File: config.mk
export PLATFORM = sky130hd
export DESIGN_NAME = bit_carry_branch_unit
export DESIGN_NICKNAME = d
export VERILOG_FILES = /design/src/rtl/bcb_pkg.sv /design/src/rtl/bit_carry_branch_unit.sv
export SDC_FILE = /design/constraint.sdc
export NUM_CORES = 1
export LEC_CHECK = 0
export ABC_AREA = 1
export BUFFER_PORTS_ARGS = -buffer_cell sky130_fd_sc_hd__buf_2
export CAP_MARGIN = 0
export CORE_MARGIN = 2
export CORE_UTILIZATION = 45
export DETAILED_ROUTE_END_ITERATION = 10
export GPL_TIMING_DRIVEN = 0
export SETUP_SLACK_MARGIN = 0.15
export SLEW_MARGIN = 15
export SYNTH_ARGS = -nofsm -noshare
export SYNTH_HDL_FRONTEND = slang
export SYNTH_SLANG_ARGS = --single-unit
File: constraint.sdc
create_clock -name clk_sys_i -period 3.6 [get_ports clk_sys_i]
set_input_delay 0 -clock clk_sys_i [delete_from_list [all_inputs] [get_ports clk_sys_i]]
set_output_delay 0 -clock clk_sys_i [all_outputs]
set_load 0.005 [all_outputs]
File: src/rtl/bcb_pkg.sv
// package of constants and types for the carry-bit and branch execution unit
package bcb_pkg;

   // ************************************************************
   // operation codes
   // ************************************************************
   typedef enum logic [3:0] {
      OP_NONE       = 4'h0,
      OP_XOR        = 4'h1,
      OP_INV_XOR    = 4'h2,
      OP_LOAD       = 4'h3,
      OP_INV_LOAD   = 4'h4,
      OP_STORE      = 4'h5,
      OP_INV_STORE  = 4'h6,
      OP_BRANCH     = 4'h7,
      OP_JUMP       = 4'h8,
      OP_CALL_REL   = 4'h9,
      OP_CALL_ABS   = 4'hA,
      OP_RETURN     = 4'hB
   } op_type;

   // ************************************************************
   // condition codes
   // ************************************************************
   typedef enum logic [3:0] {
      CC_ALWAYS    = 4'h0,
      CC_NEVER     = 4'h1,
      CC_HIGHER    = 4'h2,
      CC_LOWER_SAME= 4'h3,
      CC_CARRY_CLR = 4'h4,
      CC_CARRY_SET = 4'h5,
      CC_NOT_EQUAL = 4'h6,
      CC_EQUAL     = 4'h7,
      CC_OVF_CLR   = 4'h8,
      CC_OVF_SET   = 4'h9,
      CC_PLUS      = 4'hA,
      CC_MINUS     = 4'hB,
      CC_SIGNED_GE = 4'hC,
      CC_SIGNED_LT = 4'hD,
      CC_SIGNED_GT = 4'hE,
      CC_SIGNED_LE = 4'hF
   } cond_type;

   localparam int ADDR_W = 24;
   localparam int SP_DEPTH = 8;
   localparam int SP_W = 3;
   localparam logic [ADDR_W-1:0] PC_RESET = 24'h000000;
   localparam logic [ADDR_W-1:0] INSN_LEN = 24'h000002;

   typedef struct packed {
      logic c;
      logic v;
      logic z;
      logic n;
   } flags_type;

   typedef struct packed {
      logic                valid;
      op_type              op;
      cond_type            cond;
      logic                bit_from_reg;
      logic [2:0]          bit_imm;
      logic [2:0]          bit_reg;
      logic [7:0]          operand;
      logic [ADDR_W-1:0]   target;
   } req_type;

   typedef struct packed {
      logic                byte_we;
      logic [7:0]          byte_data;
      logic                taken;
      logic [ADDR_W-1:0]   pc;
      flags_type           flags;
      logic                stack_err;
   } resp_type;

endpackage

File: src/rtl/bit_carry_branch_unit.sv
// execution unit for carry-bit instructions and control transfers
//
// Behaviour
// - xor carry with selected operand bit
// - xor carry with inverted operand bit
// - inverted forms use only immediate bit number
// - load selected bit into carry
// - load inverted selected bit into carry
// - store carry into selected bit only
// - store inverted carry into selected bit
// - branch only when condition true
// - single-flag conditions test C, Z, V, N
// - compound conditions use OR and XOR terms
// - calls save return address then jump
// - return restores saved address
`timescale 1ns/1ps

module bit_carry_branch_unit (
   // ************************************************************
   // clock and reset
   // ************************************************************
   input  wire logic             clk_sys_i,
   input  wire logic             rst_b_i,
   // instruction request and flag load
   input  wire bcb_pkg::req_type req_i,
   input  wire logic             flag_load_i,
   input  wire bcb_pkg::flags_type flag_val_i,
   // result
   output bcb_pkg::resp_type     resp_o
);
   import bcb_pkg::*;

   // ************************************************************
   // state
   // ************************************************************
   typedef struct packed {
      flags_type                       flags;
      logic [ADDR_W-1:0]               pc;
      logic                            taken;
      logic                            byte_we;
      logic [7:0]                      byte_data;
      logic                            stack_err;
      logic [SP_W:0]                   sp;
      logic [SP_DEPTH-1:0][ADDR_W-1:0] stack;
   } state_type;

   state_type st_ff;
   state_type nxt_st;

   // ************************************************************
   // helpers
   // ************************************************************
   function automatic logic cond_eval(input cond_type cc, input flags_type f);
      logic r;
      r = 1'b0;
      case (cc)
         CC_ALWAYS:     r = 1'b1;
         CC_NEVER:      r = 1'b0;
         CC_HIGHER:     r = ~(f.c | f.z);
         CC_LOWER_SAME: r = f.c | f.z;
         CC_CARRY_CLR:  r = ~f.c;
         CC_CARRY_SET:  r = f.c;
         CC_NOT_EQUAL:  r = ~f.z;
         CC_EQUAL:      r = f.z;
         CC_OVF_CLR:    r = ~f.v;
         CC_OVF_SET:    r = f.v;
         CC_PLUS:       r = ~f.n;
         CC_MINUS:      r = f.n;
         CC_SIGNED_GE:  r = ~(f.n ^ f.v);
         CC_SIGNED_LT:  r = f.n ^ f.v;
         CC_SIGNED_GT:  r = ~(f.z | (f.n ^ f.v));
         CC_SIGNED_LE:  r = f.z | (f.n ^ f.v);
         default:       r = 1'b0;
      endcase
      return r;
   endfunction

   function automatic logic inv_op(input op_type op);
      return (op == OP_INV_XOR) || (op == OP_INV_LOAD) || (op == OP_INV_STORE);
   endfunction

   logic [2:0] bit_sel;
   logic       sel_bit;

   // inverted forms ignore the register-supplied bit number
   assign bit_sel = (req_i.bit_from_reg && !inv_op(req_i.op)) ? req_i.bit_reg
                                                              : req_i.bit_imm;
   assign sel_bit = req_i.operand[bit_sel];

   // ************************************************************
   // next state
   // ************************************************************
   always_comb begin
      nxt_st           = st_ff;
      nxt_st.taken     = 1'b0;
      nxt_st.byte_we   = 1'b0;
      nxt_st.stack_err = 1'b0;
      if (flag_load_i) begin
         nxt_st.flags = flag_val_i;
      end
      if (req_i.valid) begin
         nxt_st.pc = st_ff.pc + INSN_LEN;
         case (req_i.op)
            OP_XOR:       nxt_st.flags.c = st_ff.flags.c ^ sel_bit;
            OP_INV_XOR:   nxt_st.flags.c = st_ff.flags.c ^ ~sel_bit;
            OP_LOAD:      nxt_st.flags.c = sel_bit;
            OP_INV_LOAD:  nxt_st.flags.c = ~sel_bit;
            OP_STORE: begin
               nxt_st.byte_we            = 1'b1;
               nxt_st.byte_data          = req_i.operand;
               nxt_st.byte_data[bit_sel] = st_ff.flags.c;
            end
            OP_INV_STORE: begin
               nxt_st.byte_we            = 1'b1;
               nxt_st.byte_data          = req_i.operand;
               nxt_st.byte_data[bit_sel] = ~st_ff.flags.c;
            end
            OP_BRANCH: begin
               if (cond_eval(req_i.cond, st_ff.flags)) begin
                  nxt_st.taken = 1'b1;
                  nxt_st.pc    = req_i.target;
               end
            end
            OP_JUMP: begin
               nxt_st.taken = 1'b1;
               nxt_st.pc    = req_i.target;
            end
            OP_CALL_REL, OP_CALL_ABS: begin
               // a full return stack refuses the call rather than overwrite
               if (st_ff.sp == SP_DEPTH[SP_W:0]) begin
                  nxt_st.stack_err = 1'b1;
               end else begin
                  nxt_st.stack[st_ff.sp[SP_W-1:0]] = st_ff.pc + INSN_LEN;
                  nxt_st.sp    = st_ff.sp + 1'b1;
                  nxt_st.taken = 1'b1;
                  nxt_st.pc    = req_i.target;
               end
            end
            OP_RETURN: begin
               if (st_ff.sp == '0) begin
                  nxt_st.stack_err = 1'b1;
               end else begin
                  nxt_st.sp    = st_ff.sp - 1'b1;
                  nxt_st.taken = 1'b1;
                  nxt_st.pc    = st_ff.stack[nxt_st.sp[SP_W-1:0]];
               end
            end
            default: ;
         endcase
      end
   end

   always_ff @(posedge clk_sys_i or negedge rst_b_i) begin
      if (!rst_b_i) begin
         st_ff    <= '0;
         st_ff.pc <= PC_RESET;
      end else begin
         st_ff <= nxt_st;
      end
   end

   always_comb begin
      resp_o.byte_we   = st_ff.byte_we;
      resp_o.byte_data = st_ff.byte_data;
      resp_o.taken     = st_ff.taken;
      resp_o.pc        = st_ff.pc;
      resp_o.flags     = st_ff.flags;
      resp_o.stack_err = st_ff.stack_err;
   end
endmodule // bit_carry_branch_unit

==> run metrics <==
Max stage delay on crit path between 0.6 and 0.7 ns; PnR worst setup slack 0.274 ns; gr ovfl total 0; H-tree levels 1; GRT Total Usage 0.310; Placed Instances 2015; YS warnings 0; Slew Limit Headroom 0.311; chip height 170 um; CP required about 4.0 ns; vias in the first global route 11436; critical path class reg2reg; DRC viols 0; die area slightly below 30000 um^2; status finished clean; DP HPWL just over 30 mm; Mapped Nets 1637; Cell Pwr Density 712 nW/um^2; syn_area_per_cell 7.86 um^2; CTS tree yes; actual slew at the worst max-slew pin 1.03 ns; clk root buf clkbuf_16; RSZ-0062 raised after global routing no; Fmax 301 MHz; post-place setup slack -0.798 ns; most frequent cells in the layout nand2_1, dfrtp_1, o21ai_0; cts bufs inserted 27; post-synthesis sequential area ratio 0.474; share of cells above drive strength 1 0.164; Detail Route Antenna Nets 0; Critical Path Slowest Stage Cell clkbuf_1; area of the mapped netlist 12400 um^2; Final min period 3.33 ns; largest net degree at the start of global routing 104; die span in x 170 um; via count 11786; Clock transition at path regs 0.06 ns; global-route wire length before repair 67.2 mm; I/O Buffers 93; Pre-antenna DRT Iters 5; # rows 60; Finish-stage setup viols 0; CP dominant cell by count buf_2; final worst-path cycle share 0.924; ant diodes 0; Worst Path Arrival 3.72 ns; max-slew violations 0; maximum VDD drop between 0.5 and 0.6 mV; Min-Delay Path Class in2reg; Leakage 7.07 nW; IO Count 94; Routed wire per std cell 20.9 um; Starting Density 0.459; Core Area around 27000 um^2; maximum clock path buffer count 3; cell family with most CP delay buffers and inverters; Post-Synthesis Cells roughly 1600; Hold Fails Final Rpt 0; Area growth syn-to-layout 20.0%; CP max FO 10; fin nets 1808; worst path cell trace clkbuf_4 > clkinvlp_4 > buf_2 > buf_2 > ha_2 > nand3_1 > nand2_4 > nor2_4 > nand2_1 > clkbuf_1 > o21ai_0; initial drt markers 1320; Worst Skew 0.0244 ns; MaxCap Viol Count 0; critical path launch point type flop; via density per instance 5.58; clk_lat worst skew 0.57 ns; Sink Count 235; synthesized flop and latch total ~240; Finished Layout Cells about 2100; gp weighted congestion between 0.9 and 1; CP Capture Type flop; Unique masters post-synth 54; initial antenna violation count 3; Buffers & Inverters on Critical Path 5; commonest non-fill, non-tap cell in the layout nand2_1; Total Routed Length 44.1 mm
cell families after synthesis:
| logic type | Yosys count | share of synthesized area |
|---|---|---|
| AO/OA/AOI/OAI | 426 | 0.188 |
| adder cells (fa/ha/maj) | 3 | 0.00302 |
| AND/OR/NAND/NOR | 640 | 0.216 |
| buffers and inverters | 240 | 0.0915 |
| flip-flops | 235 | 0.474 |
| XOR/XNOR | 20 | 0.0162 |
| multiplexers | 15 | 0.0123 |
per-stage QoR:
| step | total power [mW] | hold WS [ns] | area [um^2] | utilization | setup TNS, ns |
|---|---|---|---|---|---|
| after floorplan | 6.18 | -0.296 | 12400 | - | 0 |
| after global placement | 7.44 | 0.233 | 13300 | 0.493 | -442.53 |
| after detailed placement | 7.51 | -0.0965 | 13400 | 0.495 | -9.60 |
| after CTS | 10.5 | 0.0458 | 14900 | 0.551 | 0 |
| after global routing | 11.2 | 0.127 | 14900 | 0.551 | 0 |
| final | 10.6 | 0.0637 | 14900 | 0.551 | 0 |
worst register-to-register path, cell delays in order, from the launching register on:
cell,delay [ns]
dfrtp_1,0.38
clkbuf_4,0.20
clkinvlp_4,0.15
buf_2,0.25
buf_2,0.31
ha_2,0.36
nand3_1,0.18
nand2_4,0.16
nor2_4,0.06
nand2_1,0.31
clkbuf_1,0.62
o21ai_0,0.20
power breakdown:
part	switching, mW	internal (mW)	leakage [nW]	total [mW]
sequential	0.499	3.50	3.00	4.00
combinational	2.56	1.25	3.63	3.82
clock	1.15	1.64	0.438	2.79
total	4.21	6.39	7.07	10.6
cell type report:
cell class	instances	area [um^2]
Timing Repair Buffer	142	1010
Clock buffer	42	782
Tap cell	341	427
Inverter	118	448
Clock inverter	8	105
Fill cell	2612	12100
Sequential cell	235	5880
Buffer	122	721
Multi-Input combinational cell	1104	5530
path summary, 6_finish.rpt:
| path | start | endpoint | slack (ns) | cells past startpoint |
|---|---|---|---|---|
| setup / recovery | st_ff[192] | flop | 0.27 | 11 |
| hold / removal | req_i[36] | resp_o[35] | 0.06 | 8 |
| min in group asynchronous | rst_b_i | st_ff[194] | 0.55 | 4 |
| setup reg to reg | st_ff[192] | flop | 0.27 | 11 |
| max in group asynchronous | rst_b_i | asynchronous set/reset pin | 2.06 | 5 |
| hold reg to reg | flop | flop | 0.48 | 2 |
synthesized netlist by cell type, drive strengths merged:
library cell,number,area (um^2)
nor2,126,558
a211oi,1,7.51
nand2,445,1700
inv,116,435
xor2,18,165
a32oi,2,17.5
o311a,1,10.0
mux2i,13,130
nand4,14,87.6
a31o,1,8.76
o31ai,1,7.51
a31oi,3,25.0
o211a,3,30.0
o211ai,5,37.5
o311ai,13,114
and3,2,12.5
ha,3,37.5
xnor2,2,36.3
dfrtp,235,5880
or2,3,18.8
nor3,7,50.1
clkbuf,46,174
clkinv,2,8.75
o22ai,14,87.6
nor4,2,25.0
buf,76,518
a32o,1,10.0
and2,1,6.26
o21bai,1,7.51
o221ai,4,35.0
mux2,2,22.5
nand3,40,225
a21boi,6,45.0
a21oi,95,479
o21ai,275,1410
layer usage:
layer  wire (um)  share of wire  track usage
met1       18400           0.42        0.413
met2       19500           0.44        0.493
met3        4260          0.097       0.0656
met4        1820          0.041        0.125
met5          13        0.00029            0
repair_timing:
| item | CTS | global route |
|---|---|---|
| pin swaps | 1 | 2 |
| setup buffers | 1 | 0 |
| hold buffers | 46 | 0 |
| endpoints found under the hold margin | 172 | 0 |
| resized for setup | 38 | 16 |
| setup endpoints to repair | 76 | 77 |
Note: power is estimated with default switching activity, not from simulation.
